**config.mk**
```make
export PLATFORM = sky130hd
export DESIGN_NAME = adcrr_top
export DESIGN_NICKNAME = d
export VERILOG_FILES = /design/src/rtl/adcrr_pkg.sv /design/src/rtl/adcrr_format.sv /design/src/rtl/adcrr_encode.sv /design/src/rtl/adcrr_top.sv
export SDC_FILE = /design/constraint.sdc
export NUM_CORES = 1
export LEC_CHECK = 0
export ABC_CLOCK_PERIOD_IN_PS = 1800
export BUFFER_PORTS_ARGS = -buffer_cell sky130_fd_sc_hd__buf_2
export CAP_MARGIN = 10
export CORE_ASPECT_RATIO = 1.1
export CORE_MARGIN = 2
export CORE_UTILIZATION = 40
export CTS_CLUSTER_DIAMETER = 30
export CTS_CLUSTER_SIZE = 24
export DETAILED_ROUTE_END_ITERATION = 10
export HOLD_SLACK_MARGIN = 0.15
export PLACE_DENSITY = 0.7
export SYNTH_ARGS = -nofsm -noshare
export SYNTH_HDL_FRONTEND = slang
export SYNTH_HIERARCHICAL = 1
export SYNTH_SLANG_ARGS = --single-unit
```
**constraint.sdc**
```tcl
create_clock -name core_clk -period 1.8 [get_ports core_clk]
set_input_delay 0.27 -clock core_clk [delete_from_list [all_inputs] [get_ports core_clk]]
set_output_delay 0.27 -clock core_clk [all_outputs]
set_load 0.1 [all_outputs]
```
**src/rtl/adcrr_pkg.sv**
```systemverilog
// constants shared by the conversion result register pair
package adcrr_pkg;

  localparam int unsigned ADCRR_RES_W = 10;
  localparam int unsigned ADCRR_ADDR_W = 3;
  localparam int unsigned ADCRR_DATA_W = 8;
  localparam int unsigned ADCRR_MUX_W = 5;

  // register offsets on the plain register port
  localparam logic [ADCRR_ADDR_W-1:0] ADCRR_OFS_LOW = 3'h0;
  localparam logic [ADCRR_ADDR_W-1:0] ADCRR_OFS_HIGH = 3'h1;
  localparam logic [ADCRR_ADDR_W-1:0] ADCRR_OFS_MUX = 3'h2;
  localparam logic [ADCRR_ADDR_W-1:0] ADCRR_OFS_STATUS = 3'h3;
  localparam logic [ADCRR_ADDR_W-1:0] ADCRR_OFS_MASK = 3'h4;

  // channel mux register fields
  localparam int unsigned ADCRR_MUX_LADJ_BIT = 5;
  localparam int unsigned ADCRR_MUX_SEL_LSB = 0;
  localparam logic [ADCRR_DATA_W-1:0] ADCRR_MUX_WMASK = 8'h3F;

  // status / mask fields
  localparam int unsigned ADCRR_ST_DONE_BIT = 0;
  localparam int unsigned ADCRR_ST_DROP_BIT = 1;
  localparam int unsigned ADCRR_ST_W = 2;
  localparam logic [ADCRR_ST_W-1:0] ADCRR_ST_RESET = 2'h0;

  // single-ended codes: 00000..00111 and 11110..11111
  localparam logic [ADCRR_MUX_W-1:0] ADCRR_SE_LAST = 5'h07;
  localparam logic [ADCRR_MUX_W-1:0] ADCRR_SE_HI_FIRST = 5'h1E;

  localparam logic [ADCRR_RES_W-1:0] ADCRR_RES_RESET = 10'h000;
  localparam logic [ADCRR_DATA_W-1:0] ADCRR_BYTE_ZERO = 8'h00;

endpackage

```
**src/rtl/adcrr_format.sv**
```systemverilog
// combinational placement of the stored result into the byte pair
`timescale 1ns/1ps
`default_nettype none
module adcrr_format
  import adcrr_pkg::*;
(
  // stored word and layout choice
  input wire logic [ADCRR_RES_W-1:0] stored,
  input wire logic left_adjust_select,
  // presented bytes
  output logic [ADCRR_DATA_W-1:0] pres_high,
  output logic [ADCRR_DATA_W-1:0] pres_low
);

  // purely combinational so a select change shows at once
  always_comb
  begin
    if (left_adjust_select)
    begin
      pres_high = stored[9:2];
      pres_low = {stored[1:0], 6'h00};
    end
    else
    begin
      pres_high = {6'h00, stored[9:8]};
      pres_low = stored[7:0];
    end
  end

endmodule
`default_nettype wire

```
**src/rtl/adcrr_encode.sv**
```systemverilog
// converts a raw converter word to the stored encoding
`timescale 1ns/1ps
`default_nettype none
module adcrr_encode
  import adcrr_pkg::*;
(
  // raw sample and channel choice
  input wire logic [ADCRR_RES_W-1:0] raw,
  input wire logic [ADCRR_MUX_W-1:0] channel_select_bits,
  // encoded word
  output logic [ADCRR_RES_W-1:0] coded,
  output logic differential
);

  // the channel code alone decides signed or unsigned
  function automatic logic is_diff(input logic [ADCRR_MUX_W-1:0] sel);
    is_diff = (sel > ADCRR_SE_LAST) && (sel < ADCRR_SE_HI_FIRST);
  endfunction

  // raw is offset binary from the converter; flipping the msb gives
  // two's complement, which avoids a subtractor
  always_comb
  begin
    differential = is_diff(channel_select_bits);
    coded = raw;
    if (differential)
    begin
      coded = {~raw[ADCRR_RES_W-1], raw[ADCRR_RES_W-2:0]};
    end
  end

endmodule
`default_nettype wire

```
**src/rtl/adcrr_top.sv**
```systemverilog
// conversion result register pair with update lock and event flags
//
// Our own choices: strobed register access and the placing of the registers.
`timescale 1ns/1ps
`default_nettype none
module adcrr_top
  import adcrr_pkg::*;
(
  // clock and reset
  input wire logic core_clk,
  input wire logic sys_rst,
  // register port
  input wire logic [ADCRR_ADDR_W-1:0] reg_addr,
  input wire logic [ADCRR_DATA_W-1:0] reg_wdata,
  input wire logic reg_wr,
  input wire logic reg_rd,
  output logic [ADCRR_DATA_W-1:0] reg_rdata,
  // converter side, same clock
  input wire logic conv_done,
  input wire logic [ADCRR_RES_W-1:0] conv_raw,
  // status outputs
  output logic conversion_complete_flag,
  output logic result_locked,
  output logic irq
);

  typedef struct packed {
    logic [ADCRR_RES_W-1:0] stored;
    logic locked;
    logic [ADCRR_DATA_W-1:0] channel_mux_register;
    logic [ADCRR_ST_W-1:0] status;
    logic [ADCRR_ST_W-1:0] mask;
    logic [ADCRR_DATA_W-1:0] rdata;
    logic irq;
  } adcrr_state_t;

  adcrr_state_t st;
  adcrr_state_t next_st;

  logic [ADCRR_RES_W-1:0] coded;
  logic [ADCRR_DATA_W-1:0] result_high_byte;
  logic [ADCRR_DATA_W-1:0] result_low_byte;
  logic left_adjust_select;
  logic [ADCRR_MUX_W-1:0] channel_select_bits;

  assign left_adjust_select = st.channel_mux_register[ADCRR_MUX_LADJ_BIT];
  assign channel_select_bits =
    st.channel_mux_register[ADCRR_MUX_SEL_LSB +: ADCRR_MUX_W];

  // encoding follows the live channel selection
  adcrr_encode u_encode (
    .raw(conv_raw),
    .channel_select_bits(channel_select_bits),
    .coded(coded),
    .differential()
  );

  // layout follows the live left-adjust select
  adcrr_format u_format (
    .stored(st.stored),
    .left_adjust_select(left_adjust_select),
    .pres_high(result_high_byte),
    .pres_low(result_low_byte)
  );

  // next-state logic for the whole block
  always_comb
  begin
    logic rd_low;
    logic rd_high;
    logic rd_status;
    logic accept;
    logic [ADCRR_ST_W-1:0] ev;
    rd_low = 1'b0;
    rd_high = 1'b0;
    rd_status = 1'b0;
    accept = 1'b0;
    ev = ADCRR_ST_RESET;
    next_st = st;
    rd_low = reg_rd && (reg_addr == ADCRR_OFS_LOW);
    rd_high = reg_rd && (reg_addr == ADCRR_OFS_HIGH);
    rd_status = reg_rd && (reg_addr == ADCRR_OFS_STATUS);

    // a result is dropped while software holds the pair
    accept = conv_done && !st.locked;
    if (accept)
    begin
      next_st.stored = coded;
    end
    ev[ADCRR_ST_DONE_BIT] = accept;
    ev[ADCRR_ST_DROP_BIT] = conv_done && st.locked;

    // low read locks, high read unlocks; a high-only read never locks
    if (rd_high)
    begin
      next_st.locked = 1'b0;
    end
    else if (rd_low)
    begin
      next_st.locked = 1'b1;
    end

    // read data; bytes have no write path so writes there are ignored
    next_st.rdata = ADCRR_BYTE_ZERO;
    if (reg_rd)
    begin
      unique case (reg_addr)
        ADCRR_OFS_LOW: next_st.rdata = result_low_byte;
        ADCRR_OFS_HIGH: next_st.rdata = result_high_byte;
        ADCRR_OFS_MUX: next_st.rdata = st.channel_mux_register;
        ADCRR_OFS_STATUS: next_st.rdata = {6'h00, st.status};
        ADCRR_OFS_MASK: next_st.rdata = {6'h00, st.mask};
        default: next_st.rdata = ADCRR_BYTE_ZERO;
      endcase
    end

    // control writes
    if (reg_wr && reg_addr == ADCRR_OFS_MUX)
    begin
      next_st.channel_mux_register = reg_wdata & ADCRR_MUX_WMASK;
    end
    if (reg_wr && reg_addr == ADCRR_OFS_MASK)
    begin
      next_st.mask = reg_wdata[ADCRR_ST_W-1:0];
    end

    // sticky flags cleared by read; a same-cycle event still sets
    if (rd_status)
    begin
      next_st.status = ev;
    end
    else
    begin
      next_st.status = st.status | ev;
    end
    next_st.irq = |(next_st.status & next_st.mask);
  end

  // single state register; everything resets to zero
  always_ff @(posedge core_clk or posedge sys_rst)
  begin
    if (sys_rst)
    begin
      st <= '0;
    end
    else
    begin
      st <= next_st;
    end
  end

  // outputs straight from flops
  assign reg_rdata = st.rdata;
  assign conversion_complete_flag = st.status[ADCRR_ST_DONE_BIT];
  assign result_locked = st.locked;
  assign irq = st.irq;

endmodule
`default_nettype wire

```
==> flow_summary.yaml, run 1 <==
pwr:
  p_per_area_nw_per_um2: 1091
  leakage_nw: 0.9421
  p_clk_share_pct: 24.2
  power_frac_seq_pct: 44.4
  ir_drop_mv: 0.2806
  total_power_mw: 2.023
  p_sw_share_pct: 34.48
  intPower_mw: 1.326
  comb_power_share_pct: 31.4
  power_switching_uw: 697.7
clock_network:
  clock-sinks: 30
  htreeDepth: 2
  postCtsHoldBufs: 1
  tritoncts: "yes"
  insertion_delay_ps: 280
  cts_setup_buffers: 0
  clockBufferDepth: 2
  post_cts_resized: 0
  cts_root_buf: "clkbuf_8"
  cts_buffers: 5
  clkTransAtPathRegs_ps: 60
critical_path:
  crit_chain: "mux2_4 > a22oi_1 > a21o_1 > a211oi_1"
  crit_slowest_cell: "dfrtp_1"
  critical_path.endpoint_type: "register"
  rrSetupSlack_ps: 340
  cp_max_fo: 12
  required_ps: 1960
  crit_path_start_kind: "register"
  arrival_ps: 1620
  criticalPathCategory: "register to register"
  cp_slowest_stage_delay_ps: 580
timing:
  clock_skew_ps: 6.311
  fin_crit_ps: 1456
  setup_viol: 0
  maxSlewHeadroom_pct: 67.73
  report.final.hold_viol_count: 0
  tns_ps: 0
  worst_slew_pin_slew_ps: 487.4
  fmax_mhz: 686.7
  post-route-period-util_pct: 80.90
  rsz0062_at_grt: "false"
  drv_slew: 0
place:
  place_area_um2: 1768
  port_buffers: 34
  place_congestion: 0.7606
  hpwlAfterDp_mm: 2.189
floorplanning:
  die_x_um: 65.78
  die_h_um: 71.96
  start_util_pct: 42.04
  ios: 37
  core_um2: 3994
  fp-row-count: 24
  die_area_um2: 4733
synthesis:
  synth-seq-area-share_pct: 44.71
  ys_warn_count: 6
  synth_nets: 196
  syn_inst: 170
  syn_area_um2: 1679
  ys_ff_latch: 30
  synth_area_per_cell_um2: 9.877
  yosysUniqueCellTypes: 30
final_layout:
  final_cell_mix: "nand2_1 (37), buf_2 (34), dfrtp_1 (30), nor2_1 (11), a21oi_1 (8)"
  diodes: 0
  ff_latch_area_um2: 750.7
  drive_gt1_share_pct: 30.21
  nets: 218
  fill_cells: 406
  postLayoutCellArea_um2: 1854
  final_common_cell: "nand2_1"
  multi_input_area_um2: 725.7
  syn_to_final_growth_pct: 10.43
global_route:
  overflow: 0
  grt_pass1_vias: 1114
  antenna_found_initial: 0
  grt_pass1_wl_mm: 4.809
  grt_use_total_pct: 13.38
  grt_max_degree: 31
detailed_routing:
  drt_wl_total_mm: 2.897
  ant_nets: 0
  drcViolationCount: 0
  drt_iter0_markers: 40
  drt-pass1-iter-count: 4
  viasPerCell: 4.648
  wl_per_cell_um: 11.87
  via_count: 1134
flow_run:
  cap_violations: 0
status:
  outcome: "finished, final reports clean"
worst_hold_path:
  hp-class: "input pin to register"
Yosys cell counts (all sizes together):
master / instances / share of area [%]
clkbuf: 2 / 0.45
mux2i: 6 / 3.6
or2: 1 / 0.37
nor2b: 8 / 3.1
inv: 3 / 0.67
nand2b: 2 / 0.75
nor2: 11 / 2.5
a21o: 2 / 0.89
nor4bb: 1 / 1.5
a211oi: 2 / 0.89
nor3: 2 / 0.60
nand4b: 1 / 0.52
buf: 24 / 11
nand3b: 2 / 0.89
a22oi: 2 / 0.89
mux2: 14 / 11
dfrtp: 30 / 45
xor2: 1 / 0.97
and3: 1 / 0.37
o21a: 1 / 0.52
and2: 6 / 2.2
a21boi: 2 / 0.89
a21oi: 8 / 2.4
nand2: 37 / 8.3
nand4: 1 / 0.37
final timing paths:
path | from | end | cells past startpoint
max | left_adjust_select$_DFFE_PP0P_ | reg_rdata[0]$_DFF_PP0_ | 4
min | conv_raw[3] | st[25]$_DFFE_PP0P_ | 3
max reg2reg | left_adjust_select$_DFFE_PP0P_ | reg_rdata[0]$_DFF_PP0_ | 4
min reg2reg | st[26]$_DFFE_PP0P_ | st[26]$_DFFE_PP0P_ | 2
max in group asynchronous | sys_rst | st[9]$_DFF_PP0_ | 4
min in group asynchronous | sys_rst | st[27]$_DFFE_PP0P_ | 4
critical path: cells and delay by family, from the launching register on:
kind            cells  cell delay, ps
mux                 1             330
flops               1             580
compound gates      3             430
flip-flops by register name (all words and copies together) (netlist names):
signal                    flops
channel_select_bits           5
conversion_complete_flag      1
irq                           1
left_adjust_select            1
reg_rdata                     8
result_locked                 1
st                           13
cell type report:
| class | instances | area share, % |
|---|---|---|
| timing repair buffer | 41 | 12.15 |
| sequential | 30 | 40.49 |
| tap | 52 | 3.509 |
| multi-input combinational | 111 | 39.14 |
| inverter | 3 | 0.6073 |
| clock buffer | 7 | 4.116 |
power by group through the flow:
stage / Combinational [mW] / Sequential, mW / Clock, mW
2_1_floorplan: 0.482 / 0.974 / 0
3_3_place_gp: 0.631 / 0.908 / 0
3_5_place_dp: 0.639 / 0.913 / 0
4_1_cts: 0.644 / 0.902 / 0.505
5_1_grt: 0.694 / 0.918 / 0.529
6_report: 0.636 / 0.898 / 0.490
cell families (layout without fill, tap and decap cells):
kind of cell | Yosys count | in the layout | share of synthesized area [%]
AOI/OAI and AO/OA | 17 | 17 | 6.482
xor gates and xnor gates | 1 | 1 | 0.9690
buffers and inverters | 29 | 51 | 12.07
DFF | 30 | 30 | 44.71
muxes | 20 | 20 | 14.31
and+or+nand+nor | 73 | 73 | 21.46
per-stage QoR:
step                cells  setup WS [ps]  hold slack, ps  util (%)
CTS                   244          310.4           177.6     46.43
floorplan             170          74.73           360.8         -
detailed placement    236          172.9           360.2     44.27
finish                244          343.7           185.5     46.43
global placement      236          188.5           358.4     44.27
global route          244          269.7           195.1     46.43
per-layer routing:
metal / up-vias / part of all wire (%) / GRT usage (%)
met5: - / 0 / 0
met4: 0 / 1.7 / 5.556
met3: 4 / 4.7 / 3.256
met2: 27 / 48 / 22.11
met1: 524 / 46 / 16.70
li1: 579 / - / -
Power figures use the tool's default switching activity.
==> run 2, diff against run 1 <==
--- a/config.mk
+++ b/config.mk
@@ -5,7 +5,7 @@
 export SDC_FILE = /design/constraint.sdc
 export NUM_CORES = 1
 export LEC_CHECK = 0
-export ABC_CLOCK_PERIOD_IN_PS = 1800
+export ABC_CLOCK_PERIOD_IN_PS = 1500
 export BUFFER_PORTS_ARGS = -buffer_cell sky130_fd_sc_hd__buf_2
 export CAP_MARGIN = 10
 export CORE_ASPECT_RATIO = 1.1
==> constraint.sdc (replaced) <==
create_clock -name core_clk -period 1.5 [get_ports core_clk]
set_input_delay 0.225 -clock core_clk [delete_from_list [all_inputs] [get_ports core_clk]]
set_output_delay 0.225 -clock core_clk [all_outputs]
set_load 0.1 [all_outputs]
==> flow_summary.yaml, run 2 (synthesis gave the netlist of run 1 again) <==
status:
  outcome: "finished, final reports clean"
pwr:
  total_power_mw: 2.567
  ir_drop_mv: 0.4755
  leakage_nw: 1.028
  p_per_area_nw_per_um2: 1255
final_layout:
  regMostFlops: "st"
  ff_latch_area_um2: 753.2
  fill_cells: 361
  final_cell_mix: "nand2_1 (37), buf_2 (34), dfrtp_1 (28), dlygate4sd3_1 (13), nor2_1 (11)"
  drive_gt1_share_pct: 32.38
  postLayoutCellArea_um2: 2046
  largest_register_ffs: 13
  nets: 235
  final_common_cell: "nand2_1"
  diodes: 0
  syn_to_final_growth_pct: 21.83
  multi_input_area_um2: 725.7
detailed_routing:
  drt_wl_total_mm: 3.040
  via_count: 1188
  viasPerCell: 4.534
  drt_iter0_markers: 54
  drcViolationCount: 0
  drt-pass1-iter-count: 4
  ant_nets: 0
  wl_per_cell_um: 11.60
floorplanning:
  die_area_um2: 4733
  die_h_um: 71.96
  start_util_pct: 42.04
  core_um2: 3994
  ios: 37
  die_x_um: 65.78
  fp-row-count: 24
timing:
  fmax_mhz: 715.9
  rsz0062_at_grt: "false"
  fin_crit_ps: 1397
  worst_slew_pin_slew_ps: 490.6
  report.final.hold_viol_count: 0
  maxSlewHeadroom_pct: 67.52
  drv_slew: 0
  clock_skew_ps: 5.824
  post-route-period-util_pct: 93.13
  fin_ws_ps: 103.1
  setup_viol: 0
critical_path:
  required_ps: 1680
  critical_path.endpoint_type: "register"
  arrival_ps: 1570
  crit_path_start_kind: "register"
  crit_family: "compound AO/OA/AOI/OAI gates"
  cp.buffers_inverters: 1
  crit_chain: "buf_4 > nor2b_1 > a22oi_1 > a21o_1 > a211oi_1"
  cp_slowest_stage_delay_ps: 460
  cp_max_fo: 7
  crit_slowest_cell: "dfrtp_1"
  criticalPathCategory: "register to register"
global_route:
  overflow: 0
  met1_usage_pct: 18.55
  top_usage_layer: "met2"
  antenna_found_initial: 0
  grt_use_total_pct: 14.83
  grt.met2_usage_pct: 23.68
  grt_max_degree: 31
  grt_pass1_wl_mm: 5.244
  grt_use_met3_pct: 4.651
  grt_pass1_vias: 1150
clock_network:
  insertion_delay_ps: 290
  clock-sinks: 30
  clockBufferDepth: 2
  cts_buffers: 5
  tritoncts: "yes"
  clkTransAtPathRegs_ps: 60
  cts_root_buf: "clkbuf_8"
  htreeDepth: 2
place:
  place_congestion: 0.8003
  hpwlAfterDp_mm: 2.285
  port_buffers: 34
  dp_slack_ps: -16.48
  place_area_um2: 1821
worst_hold_path:
  hp-class: "input pin to register"
flow_run:
  cap_violations: 0
run 2: cell count changes in the layout (fill, tap and decap cells not counted), sizes merged:
cell / before / now
dlygate4sd3: 1 / 13
clkinvlp: 0 / 1
clkinv: 0 / 1
clkbuf: 7 / 6
buf: 40 / 45
run 2: routing by layer:
metal	vias to the layer above	routed length [um]
met2	33	1451
met1	533	1354
li1	616	-
met5	-	0
met3	6	170
met4	0	64
run 2: worst paths after layout:
check / start / to / slack, ps / cells after the start
max: left_adjust_select$_DFFE_PP0P_ / reg_rdata[0]$_DFF_PP0_ / 100 / 5
min: reg_wdata[2] / channel_select_bits[2]$_DFFE_PP0P_ / 170 / 2
max reg2reg: left_adjust_select$_DFFE_PP0P_ / reg_rdata[0]$_DFF_PP0_ / 100 / 5
min reg2reg: st[28]$_DFFE_PP0P_ / st[28]$_DFFE_PP0P_ / 510 / 2
max in group asynchronous: sys_rst / conversion_complete_flag$_DFF_PP0_ / 650 / 4
min in group asynchronous: sys_rst / reg_rdata[2]$_DFF_PP0_ / 540 / 4
run 2: cell type report:
| cell class | count | share of cell area [%] |
|---|---|---|
| Inverter | 3 | 0.5505 |
| Multi-Input combinational cell | 111 | 35.47 |
| Clock buffer | 6 | 4.037 |
| Tap cell | 52 | 3.180 |
| Timing Repair Buffer | 58 | 19.33 |
| Sequential cell | 30 | 36.82 |
| Clock inverter | 2 | 0.6116 |
run 2: report_power, final:
group          internal, mW  switching [mW]
combinational         0.354           0.474
clock                 0.368           0.303
sequential            0.960           0.108
total                  1.68           0.885
run 2: per-stage QoR:
step,TNS [ps],hold WS [ps],std cells,utilization (%)
floorplan,0,315.7,170,-
global placement,0,312.0,241,45.58
detailed placement,-16.48,321.2,241,45.58
CTS,0,151.2,262,51.22
global route,0,158.7,262,51.22
finish,0,169.2,262,51.22
run 2: timing repair:
action	4_1_cts	5_1_grt
buffers inserted	0	0
endpoints found under the hold margin	42	0
gates resized for setup	0	0
hold buffers	13	0
setup endpoints to repair	0	0
==> run 3, diff against run 2 <==
--- a/config.mk
+++ b/config.mk
@@ -5,7 +5,7 @@
 export SDC_FILE = /design/constraint.sdc
 export NUM_CORES = 1
 export LEC_CHECK = 0
-export ABC_CLOCK_PERIOD_IN_PS = 1500
+export ABC_CLOCK_PERIOD_IN_PS = 1370
 export BUFFER_PORTS_ARGS = -buffer_cell sky130_fd_sc_hd__buf_2
 export CAP_MARGIN = 10
 export CORE_ASPECT_RATIO = 1.1
==> constraint.sdc (replaced) <==
create_clock -name core_clk -period 1.37 [get_ports core_clk]
set_input_delay 0.2055 -clock core_clk [delete_from_list [all_inputs] [get_ports core_clk]]
set_output_delay 0.2055 -clock core_clk [all_outputs]
set_load 0.1 [all_outputs]
==> flow_summary.yaml, run 3 (synthesis gave the netlist of run 1 again) <==
detailed_routing:
  drt_wl_total_mm: 2.955
  drcViolationCount: 0
  drt-pass1-iter-count: 4
  via_count: 1191
  wl_per_cell_um: 11.15
  ant_nets: 0
  drt_iter0_markers: 47
  viasPerCell: 4.494
timing:
  setup_viol: 0
  maxSlewHeadroom_pct: 67.77
  rsz0062_at_grt: "false"
  clock_skew_ps: 7.293
  fmax_mhz: 756.1
  report.final.hold_viol_count: 0
  drv_slew: 0
  worst_slew_pin_slew_ps: 486.8
  fin_crit_ps: 1323
  tns_ps: 0
  post-route-period-util_pct: 96.54
  holdWs_ps: 185.7
worst_hold_path:
  hp-class: "input pin to register"
  hold_path.startpoint: "reg_wdata[0]"
  hold_end: "channel_select_bits[0]$_DFFE_PP0P_"
  holdPathStages: 2
status:
  outcome: "finished, final reports clean"
final_layout:
  diodes: 0
  drive_gt1_share_pct: 34.74
  final_common_cell: "nand2_1"
  final_cell_mix: "nand2_1 (37), buf_2 (34), dfrtp_1 (27), dlygate4sd3_1 (14), buf_4 (13)"
  regMostFlops: "st"
  fill_cells: 374
  multi_input_area_um2: 740.7
  nets: 239
  largest_register_ffs: 13
  ff_latch_area_um2: 754.5
  syn_to_final_growth_pct: 23.70
floorplanning:
  die_area_um2: 4733
  fp-row-count: 24
  ios: 37
  die_h_um: 71.96
  die_x_um: 65.78
  core_um2: 3994
  start_util_pct: 42.04
flow_run:
  cap_violations: 0
global_route:
  overflow: 0
  grt_pass1_wl_mm: 5.285
  grt_use_total_pct: 14.79
  grt_pass1_vias: 1197
  grt_max_degree: 31
  antenna_found_initial: 0
clock_network:
  tritoncts: "yes"
  cts_setup_buffers: 0
  cts_root_buf: "clkbuf_8"
  clock-sinks: 30
  cts_buffers: 5
  insertion_delay_ps: 280
  htreeDepth: 2
  clkTransAtPathRegs_ps: 60
  clockBufferDepth: 2
critical_path:
  rr_startpoint: "left_adjust_select$_DFFE_PP0P_"
  crit_path_start_kind: "register"
  r2r_end: "reg_rdata[0]$_DFF_PP0_"
  criticalPathCategory: "register to output port"
  crit_slowest_cell: "buf_2"
  critical_path.endpoint_type: "output port"
  crit_chain: "buf_2"
  required_ps: 1160
  arrival_ps: 1120
  cp_slowest_stage_delay_ps: 440
  r2r_cells: 4
  cp.buffers_inverters: 1
  rrSetupSlack_ps: 70
  crit_family: "buffers and inverters"
  cp_max_fo: 5
place:
  port_buffers: 34
  place_congestion: 0.7763
  hpwlAfterDp_mm: 2.231
pwr:
  ir_drop_mv: 0.5225
  p_per_area_nw_per_um2: 1344
  total_power_mw: 2.791
  leakage_nw: 1.043
[run 3: report_power, final]
group | total, mW | switching [mW] | internal (mW)
sequential | 1.17 | 0.119 | 1.05
combinational | 0.928 | 0.522 | 0.406
clock | 0.690 | 0.293 | 0.397
total | 2.79 | 0.934 | 1.86
[run 3: final cells by class]
cell class | instances | share of cell area [%]
Inverter | 3 | 0.5422
Timing Repair Buffer | 62 | 20.18
Tap cell | 52 | 3.133
Multi-Input combinational cell | 111 | 35.66
Sequential cell | 30 | 36.33
Clock buffer | 7 | 4.157
[run 3: what timing repair did]
action                                 CTS  global route
setup endpoints to repair                1             2
endpoints found under the hold margin   43             0
hold buffers                            14             0
gates resized for setup                  1             5
gates cloned                             0             0
[run 3: worst max-delay path by stage]
stage,to,depth (start not counted),from
after global routing,reg_rdata[0]$_DFF_PP0_,4,left_adjust_select$_DFFE_PP0P_
after global placement,irq$_DFF_PP0_,5,reg_addr[0]
after CTS,reg_rdata[0]$_DFF_PP0_,5,left_adjust_select$_DFFE_PP0P_
after floorplan,reg_rdata[0]$_DFF_PP0_,4,conversion_complete_flag$_DFF_PP0_
final,result_locked,1,result_locked$_DFFE_PP0P_
after detailed placement,irq$_DFF_PP0_,5,reg_addr[0]
[run 3: layer usage]
layer	wire length, um	part of all wire (%)	track usage, %	vias to the layer above
li1	-	-	-	622
met1	1388	47	18.43	539
met2	1394	47	23.68	26
met3	121	4.1	4.651	4
met4	51	1.7	6.250	0
met5	0	0	0	-
[run 3: metrics by stage]
step                instance area, um2  setup slack [ps]  std cells  utilization, %
global placement                  1831            -100.9        244           45.83
floorplan                         1694            -56.66        170               -
global route                      2077             3.856        265           52.01
finish                            2077             47.38        265           52.01
CTS                               2058             6.126        265           51.54
detailed placement                1831            -121.4        244           45.83
